## config.mk

```make
export PLATFORM = sky130hd
export DESIGN_NAME = tmr_wave
export DESIGN_NICKNAME = d
export VERILOG_FILES = /design/src/rtl/tmr_wave_pkg.sv /design/src/rtl/tmr_wave.sv
export SDC_FILE = /design/constraint.sdc
export NUM_CORES = 1
export LEC_CHECK = 0
export BUFFER_PORTS_ARGS = -buffer_cell sky130_fd_sc_hd__buf_2
export CAP_MARGIN = 20
export CORE_ASPECT_RATIO = 0.75
export CORE_MARGIN = 4
export CORE_UTILIZATION = 61
export CTS_BUF_LIST = sky130_fd_sc_hd__clkbuf_16
export DETAILED_ROUTE_END_ITERATION = 10
export PLACE_DENSITY = 0.84
export SLEW_MARGIN = 20
export SYNTH_ARGS = -nofsm -noshare
export SYNTH_HDL_FRONTEND = slang
export SYNTH_SLANG_ARGS = --single-unit
export TNS_END_PERCENT = 20
```

## constraint.sdc

```tcl
create_clock -name aclk -period 3.5 [get_ports aclk]
set_input_delay 0.175 -clock aclk [delete_from_list [all_inputs] [get_ports aclk]]
set_output_delay 0.175 -clock aclk [all_outputs]
set_load 0.02 [all_outputs]
```

## src/rtl/tmr_wave_pkg.sv

```systemverilog
// constants, control layout and mode codes of the compare waveform timer
// assumes a single 10 MHz bus clock and a 32-bit AXI4-Lite register bus
package tmr_wave_pkg;
	// ------------------------------------------------------------
	// register byte offsets
	// ------------------------------------------------------------
	localparam logic [7:0] OFS_CONTROL = 8'h00; // control word
	localparam logic [7:0] OFS_STATUS = 8'h04; // match and buffer-valid flags
	localparam logic [7:0] OFS_COUNT = 8'h08; // counter value
	localparam logic [7:0] OFS_PERIOD = 8'h0c; // active period
	localparam logic [7:0] OFS_PERIOD_BUF = 8'h10; // period buffer
	localparam logic [7:0] OFS_CMP0 = 8'h14; // active compare, channel 0
	localparam logic [7:0] OFS_CMPBUF0 = 8'h20; // compare buffer, channel 0
	localparam logic [7:0] OFS_STEP = 8'h04; // spacing of channel registers
	// ------------------------------------------------------------
	// field positions and reset values
	// ------------------------------------------------------------
	localparam int STAT_MATCH_LSB = 0; // match flags, write one to clear
	localparam int STAT_BV_LSB = 3; // buffer valid: period, cmp0..2
	localparam logic [31:0] CONTROL_RESET = 32'h0000_0000;
	localparam logic [15:0] PERIOD_RESET = 16'hffff;
	localparam logic [15:0] CMP_RESET = 16'h0000;
	localparam int NUM_CH = 3; // compare channels
	localparam logic [1:0] RESP_OKAY = 2'b00;
	localparam logic [1:0] RESP_SLVERR = 2'b10;
	localparam int CLK_PERIOD_NS = 100; // bus clock period
	// ------------------------------------------------------------
	// waveform modes
	// ------------------------------------------------------------
	typedef enum logic [2:0] {
		MODE_NORMAL = 3'b000,
		MODE_FREQ = 3'b001,
		MODE_SINGLE = 3'b011,
		MODE_DUAL = 3'b101
	} wave_mode_t;
	// control word, high bits first
	typedef struct packed {
		logic [17:0] unused; // reads as zero
		logic pin_route_selector; // bit 13: alternative pins
		logic event_count; // bit 12: count event edges
		logic [2:0] channel_output_enable; // bits 11:9
		logic lock_update_bit; // bit 8
		logic count_down; // bit 7
		wave_mode_t waveform_mode_select; // bits 6:4
		logic [2:0] prescale_select; // bits 3:1
		logic enable; // bit 0
	} control_t;
endpackage : tmr_wave_pkg

```

## src/rtl/tmr_wave.sv

```systemverilog
// compare waveform timer: 16-bit counter, period and three compare channels
// assumes an AXI4-Lite master and an asynchronous event level on count_event
module tmr_wave (
	input wire logic aclk,
	input wire logic aresetn,
	input wire logic [7:0] awaddr,
	input wire logic awvalid,
	output logic awready,
	input wire logic [31:0] wdata,
	input wire logic [3:0] wstrb,
	input wire logic wvalid,
	output logic wready,
	output logic [1:0] bresp,
	output logic bvalid,
	input wire logic bready,
	input wire logic [7:0] araddr,
	input wire logic arvalid,
	output logic arready,
	output logic [31:0] rdata,
	output logic [1:0] rresp,
	output logic rvalid,
	input wire logic rready,
	input wire logic count_event,
	output logic [2:0] waveform_output,
	output logic [2:0] output_override,
	output logic pin_route
);
	// ------------------------------------------------------------
	// helpers
	// ------------------------------------------------------------
	// merge byte lanes of a write into an old word
	function automatic logic [31:0] merge(input logic [31:0] old, input logic [31:0] nw,
		input logic [3:0] strb);
		logic [31:0] r;
		r = old;
		for (int i = 0; i < 4; i++)
			if (strb[i])
				r[i*8 +: 8] = nw[i*8 +: 8];
		return r;
	endfunction : merge
	// merge byte lanes into a 16-bit register, upper lanes dropped on purpose
	function automatic logic [15:0] merge16(input logic [15:0] old, input logic [31:0] nw,
		input logic [3:0] strb);
		logic [31:0] r;
		r = merge({16'h0000, old}, nw, strb);
		return r[15:0];
	endfunction : merge16
	// last prescaler count for each division
	function automatic logic [9:0] div_last(input logic [2:0] sel);
		case (sel)
			3'h0: div_last = 10'h000;
			3'h1: div_last = 10'h001;
			3'h2: div_last = 10'h003;
			3'h3: div_last = 10'h007;
			3'h4: div_last = 10'h00f;
			3'h5: div_last = 10'h03f;
			3'h6: div_last = 10'h0ff;
			default: div_last = 10'h3ff;
		endcase
	endfunction : div_last

	// ------------------------------------------------------------
	// state
	// ------------------------------------------------------------
	tmr_wave_pkg::control_t control; // software configuration
	logic [15:0] count; // counter value
	logic down; // present count direction
	logic [15:0] period; // active period
	logic [15:0] period_buffer; // pending period
	logic [15:0] compare_value [3]; // active compares
	logic [15:0] compare_buffer [3]; // pending compares
	logic [3:0] buffer_valid_flag; // period, then channels 0..2
	logic [2:0] match_flag; // sticky compare matches
	logic [2:0] match_pend; // equality seen on last tick
	logic [9:0] presc; // prescaler count
	logic [2:0] evt_sync; // event synchroniser
	logic evt_level; // filtered event level
	logic aw_got, w_got; // write halves held
	logic [7:0] waddr; // held write address
	logic [31:0] wdat; // held write data
	logic [3:0] wstb; // held byte enables
	logic next_aw_got, next_w_got, next_bvalid, next_rvalid;

	// ------------------------------------------------------------
	// bus write side
	// ------------------------------------------------------------
	wire do_write = aw_got && w_got && !bvalid; // both halves present
	always_comb
	begin
		next_aw_got = (aw_got && !do_write) || (awvalid && awready);
		next_w_got = (w_got && !do_write) || (wvalid && wready);
		next_bvalid = do_write || (bvalid && !bready);
	end
	// each half taken on its own; response after both
	always_ff @(posedge aclk)
	begin
		if (!aresetn)
		begin
			aw_got <= 1'b0;
			w_got <= 1'b0;
			bvalid <= 1'b0;
			awready <= 1'b0;
			wready <= 1'b0;
			waddr <= 8'h00;
			wdat <= 32'h0000_0000;
			wstb <= 4'h0;
		end
		else
		begin
			aw_got <= next_aw_got;
			w_got <= next_w_got;
			bvalid <= next_bvalid;
			// ready only when that half is free and no response waits
			awready <= !next_aw_got && !next_bvalid;
			wready <= !next_w_got && !next_bvalid;
			if (awvalid && awready)
				waddr <= awaddr;
			if (wvalid && wready)
			begin
				wdat <= wdata;
				wstb <= wstrb;
			end
		end
	end
	// unmapped offsets answer slave error
	always_ff @(posedge aclk)
	begin
		if (!aresetn)
			bresp <= tmr_wave_pkg::RESP_OKAY;
		else if (do_write)
			bresp <= (waddr > tmr_wave_pkg::OFS_CMPBUF0 + 8'h08 || waddr[1:0] != 2'b00) ?
				tmr_wave_pkg::RESP_SLVERR : tmr_wave_pkg::RESP_OKAY;
	end
	wire wr_ctl = do_write && waddr == tmr_wave_pkg::OFS_CONTROL;
	wire wr_cnt = do_write && waddr == tmr_wave_pkg::OFS_COUNT;
	wire wr_per = do_write && waddr == tmr_wave_pkg::OFS_PERIOD;
	wire wr_pbuf = do_write && waddr == tmr_wave_pkg::OFS_PERIOD_BUF;
	wire wr_stat = do_write && waddr == tmr_wave_pkg::OFS_STATUS;

	// ------------------------------------------------------------
	// bus read side
	// ------------------------------------------------------------
	always_comb
		next_rvalid = rvalid ? !rready : (arvalid && arready);
	always_ff @(posedge aclk)
	begin
		if (!aresetn)
		begin
			rvalid <= 1'b0;
			arready <= 1'b0;
			rdata <= 32'h0000_0000;
			rresp <= tmr_wave_pkg::RESP_OKAY;
		end
		else
		begin
			rvalid <= next_rvalid;
			arready <= !next_rvalid;
			if (arvalid && arready)
			begin
				rresp <= tmr_wave_pkg::RESP_OKAY;
				case (araddr)
					tmr_wave_pkg::OFS_CONTROL: rdata <= control;
					tmr_wave_pkg::OFS_STATUS: rdata <= {25'h0, buffer_valid_flag, match_flag};
					tmr_wave_pkg::OFS_COUNT: rdata <= {16'h0, count};
					tmr_wave_pkg::OFS_PERIOD: rdata <= {16'h0, period};
					tmr_wave_pkg::OFS_PERIOD_BUF: rdata <= {16'h0, period_buffer};
					8'h14: rdata <= {16'h0, compare_value[0]};
					8'h18: rdata <= {16'h0, compare_value[1]};
					8'h1c: rdata <= {16'h0, compare_value[2]};
					8'h20: rdata <= {16'h0, compare_buffer[0]};
					8'h24: rdata <= {16'h0, compare_buffer[1]};
					8'h28: rdata <= {16'h0, compare_buffer[2]};
					default:
					begin
						rdata <= 32'h0000_0000;
						rresp <= tmr_wave_pkg::RESP_SLVERR;
					end
				endcase
			end
		end
	end

	// ------------------------------------------------------------
	// control register
	// ------------------------------------------------------------
	wire [31:0] ctl_merged = merge(control, wdat, wstb); // control word after a write
	always_ff @(posedge aclk)
	begin
		if (!aresetn)
			control <= tmr_wave_pkg::CONTROL_RESET;
		else if (wr_ctl)
			control <= {18'h0, ctl_merged[13:0]};
	end

	// ------------------------------------------------------------
	// timer clock: prescaled bus clock or filtered event edges
	// ------------------------------------------------------------
	// a level counts once the second and third stages agree
	always_ff @(posedge aclk)
	begin
		if (!aresetn)
		begin
			evt_sync <= 3'h0;
			evt_level <= 1'b0;
		end
		else
		begin
			evt_sync <= {evt_sync[1:0], count_event};
			if (evt_sync[1] == evt_sync[2])
				evt_level <= evt_sync[2];
		end
	end
	wire evt_rise = evt_sync[1] == evt_sync[2] && evt_sync[2] && !evt_level;
	wire presc_tick = presc == div_last(control.prescale_select);
	always_ff @(posedge aclk)
	begin
		if (!aresetn || !control.enable || presc_tick)
			presc <= 10'h000;
		else
			presc <= presc + 10'h001;
	end
	wire tick = control.enable && (control.event_count ? evt_rise : presc_tick);

	// ------------------------------------------------------------
	// counter
	// ------------------------------------------------------------
	wire is_freq = control.waveform_mode_select == tmr_wave_pkg::MODE_FREQ;
	wire is_single = control.waveform_mode_select == tmr_wave_pkg::MODE_SINGLE;
	wire is_dual = control.waveform_mode_select == tmr_wave_pkg::MODE_DUAL;
	// compare 0 replaces the period in frequency mode
	wire [15:0] top = is_freq ? compare_value[0] : period;
	wire at_top = !down && count == top; // full-width compare, any top from one up
	// dual slope updates at top, the others where the count restarts
	wire upd_evt = tick && ((is_dual || !down) ? at_top : count == 16'h0000);
	wire upd = upd_evt && !control.lock_update_bit;
	always_ff @(posedge aclk)
	begin
		if (!aresetn)
		begin
			count <= 16'h0000;
			down <= 1'b0;
		end
		else
		begin
			// a count write beats counting
			if (wr_cnt)
				count <= merge16(count, wdat, wstb);
			else if (tick)
			begin
				if (is_dual)
				begin
					if (at_top)
					begin
						down <= 1'b1;
						count <= count - 16'h0001;
					end
					else if (down && count == 16'h0000)
					begin
						down <= 1'b0;
						count <= 16'h0001;
					end
					else
						count <= down ? count - 16'h0001 : count + 16'h0001;
				end
				else if (!down)
					// exact compare only: a count past top runs on and wraps
					count <= at_top ? 16'h0000 : count + 16'h0001;
				else
					count <= count == 16'h0000 ? top : count - 16'h0001;
			end
			// a control write sets the direction without stalling the count
			if (wr_ctl)
				down <= ctl_merged[7];
		end
	end

	// ------------------------------------------------------------
	// period and its buffer
	// ------------------------------------------------------------
	always_ff @(posedge aclk)
	begin
		if (!aresetn)
		begin
			period <= tmr_wave_pkg::PERIOD_RESET;
			period_buffer <= tmr_wave_pkg::PERIOD_RESET;
			buffer_valid_flag[0] <= 1'b0;
		end
		else
		begin
			if (wr_per)
				period <= merge16(period, wdat, wstb);
			else if (upd && buffer_valid_flag[0])
				period <= period_buffer;
			// a buffer write beats a same-cycle update
			if (wr_pbuf)
			begin
				period_buffer <= merge16(period_buffer, wdat, wstb);
				buffer_valid_flag[0] <= 1'b1;
			end
			else if (upd)
				buffer_valid_flag[0] <= 1'b0;
		end
	end

	// ------------------------------------------------------------
	// compare channels
	// ------------------------------------------------------------
	for (genvar n = 0; n < tmr_wave_pkg::NUM_CH; n++)
	begin : g_ch
		wire [7:0] a_cmp = tmr_wave_pkg::OFS_CMP0 + 8'(n * 4);
		wire [7:0] a_buf = tmr_wave_pkg::OFS_CMPBUF0 + 8'(n * 4);
		wire wr_c = do_write && waddr == a_cmp;
		wire wr_b = do_write && waddr == a_buf;
		wire hit = count == compare_value[n];
		always_ff @(posedge aclk)
		begin
			if (!aresetn)
			begin
				compare_value[n] <= tmr_wave_pkg::CMP_RESET;
				compare_buffer[n] <= tmr_wave_pkg::CMP_RESET;
				buffer_valid_flag[n+1] <= 1'b0;
			end
			else
			begin
				if (wr_c)
					compare_value[n] <= merge16(compare_value[n], wdat, wstb);
				else if (upd && buffer_valid_flag[n+1])
					compare_value[n] <= compare_buffer[n];
				if (wr_b)
				begin
					compare_buffer[n] <= merge16(compare_buffer[n], wdat, wstb);
					buffer_valid_flag[n+1] <= 1'b1;
				end
				else if (upd)
					buffer_valid_flag[n+1] <= 1'b0;
			end
		end
		// flag follows the matching tick by two cycles; a new match beats a clear
		always_ff @(posedge aclk)
		begin
			if (!aresetn)
			begin
				match_pend[n] <= 1'b0;
				match_flag[n] <= 1'b0;
			end
			else
			begin
				match_pend[n] <= tick && hit;
				if (match_pend[n])
					match_flag[n] <= 1'b1;
				else if (wr_stat && wstb[0] && wdat[tmr_wave_pkg::STAT_MATCH_LSB + n])
					match_flag[n] <= 1'b0;
			end
		end
		// waveform: registered, so it moves one cycle after the tick
		always_ff @(posedge aclk)
		begin
			if (!aresetn)
				waveform_output[n] <= 1'b0;
			else if (!tick)
				waveform_output[n] <= waveform_output[n];
			else if (is_freq)
			begin
				// shift of channels 1 and 2 follows where the count stands
				if (hit)
					waveform_output[n] <= !waveform_output[n];
			end
			else if (is_single)
			begin
				if (compare_value[n] == 16'h0000)
					waveform_output[n] <= 1'b0;
				else if (hit)
					waveform_output[n] <= 1'b0;
				else if (count == 16'h0000)
					waveform_output[n] <= 1'b1;
			end
			else if (is_dual)
			begin
				if (compare_value[n] == 16'h0000)
					waveform_output[n] <= 1'b0;
				else if (compare_value[n] == period)
					waveform_output[n] <= 1'b1;
				else if (count == 16'h0000)
					waveform_output[n] <= 1'b1;
				else if (hit)
					waveform_output[n] <= down;
			end
			else
				waveform_output[n] <= 1'b0;
		end
	end

	// ------------------------------------------------------------
	// pin override; direction and inversion stay with the port
	// ------------------------------------------------------------
	always_ff @(posedge aclk)
	begin
		if (!aresetn)
		begin
			output_override <= 3'h0;
			pin_route <= 1'b0;
		end
		else
		begin
			output_override <= (control.waveform_mode_select != tmr_wave_pkg::MODE_NORMAL) ?
				control.channel_output_enable : 3'h0;
			pin_route <= control.pin_route_selector;
		end
	end

	// ------------------------------------------------------------
	// assertions
	// ------------------------------------------------------------
	property p_period_now;
		@(posedge aclk) disable iff (!aresetn)
		wr_per && wstb == 4'hf |=> period == $past(wdat[15:0]);
	endproperty
	a_period_now: assert property (p_period_now) else $error("period write not immediate");
	property p_wrap;
		@(posedge aclk) disable iff (!aresetn)
		tick && !is_dual && !down && count > top && !wr_cnt |=> count == $past(count) + 16'h0001;
	endproperty
	a_wrap: assert property (p_wrap) else $error("count above period did not run on");
	property p_period_hold;
		@(posedge aclk) disable iff (!aresetn)
		!upd && !wr_per |=> $stable(period);
	endproperty
	a_period_hold: assert property (p_period_hold) else $error("period moved off update");
	property p_flag;
		@(posedge aclk) disable iff (!aresetn)
		tick && count == compare_value[0] |-> ##2 match_flag[0];
	endproperty
	a_flag: assert property (p_flag) else $error("match flag not set");
	property p_cmp_load;
		@(posedge aclk) disable iff (!aresetn)
		upd && buffer_valid_flag[1] && !g_ch[0].wr_c |=> compare_value[0] == $past(compare_buffer[0]);
	endproperty
	a_cmp_load: assert property (p_cmp_load) else $error("compare buffer not loaded");
	property p_override;
		@(posedge aclk) disable iff (!aresetn)
		output_override != 3'h0 |-> $past(control.waveform_mode_select) != tmr_wave_pkg::MODE_NORMAL;
	endproperty
	a_override: assert property (p_override) else $error("override without mode");
	property p_toggle;
		@(posedge aclk) disable iff (!aresetn)
		tick && is_freq && count == compare_value[0] |=> waveform_output[0] != $past(waveform_output[0]);
	endproperty
	a_toggle: assert property (p_toggle) else $error("frequency output did not toggle");
	property p_ss_low;
		@(posedge aclk) disable iff (!aresetn)
		tick && is_single && compare_value[0] == 16'h0000 |=> !waveform_output[0];
	endproperty
	a_ss_low: assert property (p_ss_low) else $error("zero compare not low");
	property p_bv_clear;
		@(posedge aclk) disable iff (!aresetn)
		upd && !wr_pbuf |=> !buffer_valid_flag[0];
	endproperty
	a_bv_clear: assert property (p_bv_clear) else $error("valid flag kept after update");
	c_update: cover property (@(posedge aclk) disable iff (!aresetn) upd && buffer_valid_flag[0]);
	c_dual_turn: cover property (@(posedge aclk) disable iff (!aresetn) tick && is_dual && at_top);
	c_flag: cover property (@(posedge aclk) disable iff (!aresetn) match_pend[2]);
endmodule : tmr_wave

```

### Yosys cells after proc, flatten, opt, wreduce, memory -nomap -nowiden

Memories as Yosys holds them, arrays and structs flattened.
Index checks and enable logic that the tools add are counted.
Widths: inputs -> output; s select.

* register bits after elaboration: 163
* latch bits: 0
* RAM bits: 96
* bits in read-only memories: 0
* input bits: 60
* output and inout bits: 48
* word-level logic and storage cells: 356
* memories: 2

* add/subtract/negate cells: 3
* multipliers: 0
* div/mod/pow operators: 0
* magnitude comparators: 1
* equal/unequal tests: 52
* shifts and indexed selects: 0
* muxes and demuxes: 146
* bitwise logic cells: 9
* reduce and logical (&&, ||, !) cells: 97

Memory list
* compare_buffer: words 3, bits a word 16, rd ports 3, clocked after Yosys merged registers in 0, wr ports 3, RTL line tmr_wave.sv:71 `logic [15:0] compare_buffer [3];`
* compare_value: words 3, bits a word 16, rd ports 3, clocked after Yosys merged registers in 0, wr ports 3, RTL line tmr_wave.sv:70 `logic [15:0] compare_value [3];`

Operator list (count)
* $mux 16: 21
* $mux 8: 39
* $pmux 16 s11: 1
* $eq 16x16->1: 7
* $mux 1: 82
* $pmux 10 s7: 1
* $eq 8x5->1 const B: 8
* $logic_not 16->1: 4
* $eq 8x6->1 const B: 6
* $logic_and 1x1->1: 39
* $eq 8x4->1 const B: 4
* $reduce_bool 2->1: 12
* $reduce_and 2->1: 9
* $add 16x1->16 const B: 1
* $eq 8x3->1 const B: 2
* $logic_not 1->1: 16
* $logic_not 8->1: 2
* $reduce_and 4->1: 4
* $sub 16x1->16 const B: 1
* $ne 5x1->1 const B: 3
* $eq 3x3->1 const B: 4
* $ne 4x1->1 const B: 3
* $reduce_or 11->1: 1
* $add 10x1->10 const B: 1
* 12 further kinds: 37

### Logic depth before layout (Yosys ltp)

* word-level depth: 13
* depth in mapped cells: 13

### Worst setup path before layout

Ideal clock, no wire load.

* path type: register to register
* start: register control[4] in the netlist's numbering
* end: memory compare_value[2][0], enable pin
* library setup time: 0.326 ns
* arrival time: 2.847 ns
* data required time: 3.174 ns
* slack: 0.326 ns
* stages on the path, launching flop included: 11
* buffers on the path: 2
* path through: dfxtp_1 > buf_2 > or3b_1 > a21oi_1 > or4b_4 > a2111oi_4 > nand4b_4 > a211oi_2 > and4b_1 > buf_4 > a211o_1

RTL lines
* start: declaration: RTL line tmr_wave.sv:65 `tmr_wave_pkg::control_t control;`
* start signal: assignment: RTL line tmr_wave.sv:190 `control <= tmr_wave_pkg::CONTROL_RESET;`
* start signal: assignment: RTL line tmr_wave.sv:192 `control <= {18'h0, ctl_merged[13:0]};`
* end: declaration: RTL line tmr_wave.sv:70

==> flow_metrics.env <==
export IMPL_crit_fanout=8
export IMPL_leakagePower_uw=0.006390
export IMPL_hold_viol=0
export IMPL_synth_cells=1545
export IMPL_via_count=14040
export IMPL_hold_ws_ns=0.05685
export IMPL_dp_hpwl_um=40420
export IMPL_clock_skew_ns=0.03510
export IMPL_ctsLongestPathBuffers=3
export IMPL_power_density_nw_per_um2=371.5
export IMPL_period_share_pct=97.92
export IMPL_h_tree_depth=1
export IMPL_critical_path_arrival_ns=3.69
export IMPL_met2_usage_pct=60.00
export IMPL_relSlewSlack_pct=36.34
export IMPL_die_h_um=138.1
export IMPL_dieArea_um2=25070
export IMPL_numCtsBuffers=24
export IMPL_core_area_um2=22110
export IMPL_clk_latency_ns=0.57
export IMPL_setup_viol=0
export IMPL_vias_per_cell=7.117
export IMPL_hold_depth=3
export IMPL_syn_area_per_cell_um2=8.915
export IMPL_diodes=0
export IMPL_status="complete, no violations"
export IMPL_tightest_slew_ns=0.9535
export IMPL_yosysSeqAreaShare_pct=42.01
export IMPL_ctsHoldBuffers=30
export IMPL_slew_viol_final=0
export IMPL_final_cells=1973
export IMPL_met3_usage_pct=18.12
export IMPL_ys_ff_latch=241
export IMPL_antenna_left=0
export IMPL_grt_max_degree=47
export IMPL_area_growth_pct=15.46
export IMPL_grt_pass1_wl_um=83830
export IMPL_synth_async_sr_flop_share_pct=0
export IMPL_rows=47
export IMPL_rsz0062_at_grt="no"
export IMPL_drive_above_1_share_pct=14.89
export IMPL_finish_net_count=1726
export IMPL_antenna_found_initial=1
export IMPL_gp_congestion=1.128
export IMPL_final_util_pct=71.92
export IMPL_crit_type="flop to flop"
export IMPL_cp_data_required_time_ns=3.76
export IMPL_ctsRootBufferMaster="clkbuf_16"
export IMPL_grt_pass1_vias=12720
export IMPL_max_cap_violations=0
export IMPL_track_usage_pct=43.90
export IMPL_io_pins=108
export IMPL_peakVddDrop_v=0.0004879
export IMPL_fin_crit_ns=3.427
export IMPL_firstDrtPassIters=11
export IMPL_grt_overflow_total=0
export IMPL_power_uw=5908
export IMPL_drt_iter0_drc=2844
export IMPL_ys_types=76
export IMPL_worst_setup_path_start_kind="flop"
export IMPL_cts_reportedPaths_clkPinSlew_ns=0.07
export IMPL_fmax_mhz=291.8
export IMPL_wl_um=57370
export IMPL_min_path_type="input port to flop"
export IMPL_syn_area_um2=13770
export IMPL_yosys_warnings=0
export IMPL_busiest_layer="met1"
export IMPL_synthFlopType="dfxtp_1"
export IMPL_numPlacedInstances=1899
export IMPL_reg2reg_depth=9
export IMPL_io_buffer_count=71
export IMPL_die_w_um=181.5
export IMPL_cts_setup_buffers=0
export IMPL_totalNegativeSetupSlack_ns=0
export IMPL_drc=0
export IMPL_post_drt_wl_per_cell_um=29.08
export IMPL_start_util_pct=62.29
export IMPL_clkSinkCount=241
export IMPL_synth_edf_count=96
export IMPL_use_met1_pct=62.00
export IMPL_cp_end_kind="flop"
export IMPL_cts_resized=0
export IMPL_cts_tree="built"
placed cells by master, fill, tap and decap left out, types with 38 or more instances in the layout:
cell,n
nor4_1,38
edfxtp_1,96
and3_1,38
nand2_1,171
a21oi_1,70
inv_1,43
nor3_1,42
buf_2,71
xor2_1,86
dfxtp_1,145
nor2_1,103
a22oi_1,60
a22o_1,61
mux2i_1,42
nand3_1,52
o21ai_0,46
buf_4,111
flip-flops by register name (all words and copies together), names as in the netlist, 4 cells and up:
register and cells:
buffer_valid_flag 4, compare_buffer 48, compare_value 48, control 14
count 16, period 16, period_buffer 16, presc 10
rdata 16, waddr 8, wdat 16
final timing paths:
check                                 from  slack (ns)                   to
worst max-delay path            control[4]        0.07  compare_value[0][0]
worst min-delay path               aresetn        0.06             bresp[1]
worst max register to register  control[4]        0.07  compare_value[0][0]
worst min register to register   rdata[11]        0.45            rdata[11]
critical path: stages (launching register included):
cell	delay, ns
dfxtp_1	0.44
or3b_1	0.42
a21oi_1	0.12
or4b_4	0.49
a2111oi_4	0.46
nand4b_4	0.22
a211o_1	0.34
o21ai_0	0.35
a21o_1	0.18
buf_12	0.13
cells by family (layout without fill, tap and decap cells):
family          after synthesis  after routing  synth area share [%]
compound gates              394            394                 20.55
xor+xnor                    110            110                 6.995
fa+ha+maj                     5              5                0.4542
buf+inv                     184            301                 5.987
flops                       241            241                 42.01
mux                          46             46                 3.379
other cells                   1             18               0.02723
simple gates                564            564                 20.60
routing by layer:
layer | routed length [um] | vias up
li1 | - | 5894
met1 | 21360 | 6532
met2 | 22310 | 1363
met3 | 10250 | 250
met4 | 3443 | 2
met5 | 13 | -
power by group:
group	switching (uW)	internal [uW]
sequential	146	2970
clock	1170	1300
combinational	205	117
total	1520	4390
synth_stat cells (24+ instances only):
cell | number | area (um^2)
nor3_1 | 42 | 210.2
nand3_1 | 52 | 260.3
a21oi_1 | 70 | 350.3
nor4_1 | 40 | 250.2
a22oi_1 | 60 | 450.4
nand2_1 | 171 | 641.9
o21ai_0 | 46 | 230.2
inv_1 | 35 | 131.4
a22o_1 | 61 | 534.3
edfxtp_1 | 96 | 2883
clkbuf_1 | 101 | 379.1
xnor2_1 | 24 | 210.2
and2_1 | 29 | 181.4
nor2_1 | 104 | 390.4
xor2_1 | 86 | 753.2
mux2i_1 | 42 | 420.4
dfxtp_1 | 145 | 2903
and3_1 | 38 | 237.7
area by class of cell:
| type | instances | area [um^2] |
|---|---|---|
| Multi-Input combinational cell | 1137 | 7242 |
| Clock buffer | 25 | 625.6 |
| Inverter | 38 | 142.6 |
| Timing Repair Buffer | 219 | 1629 |
| Clock inverter | 19 | 110.1 |
| Tap cell | 294 | 367.9 |
| Sequential cell | 241 | 5786 |
| Fill cell | 1620 | 6208 |
stage by stage:
step / instance area [um^2] / setup slack (ns)
final: 15900 / 0.07285
after global routing: 15900 / 0.04464
after CTS: 15900 / 0.1532
after detailed placement: 14870 / 0.2187
after global placement: 14870 / 0.2706
after floorplan: 13840 / 0.3264
(Power assumes the default switching activity.)
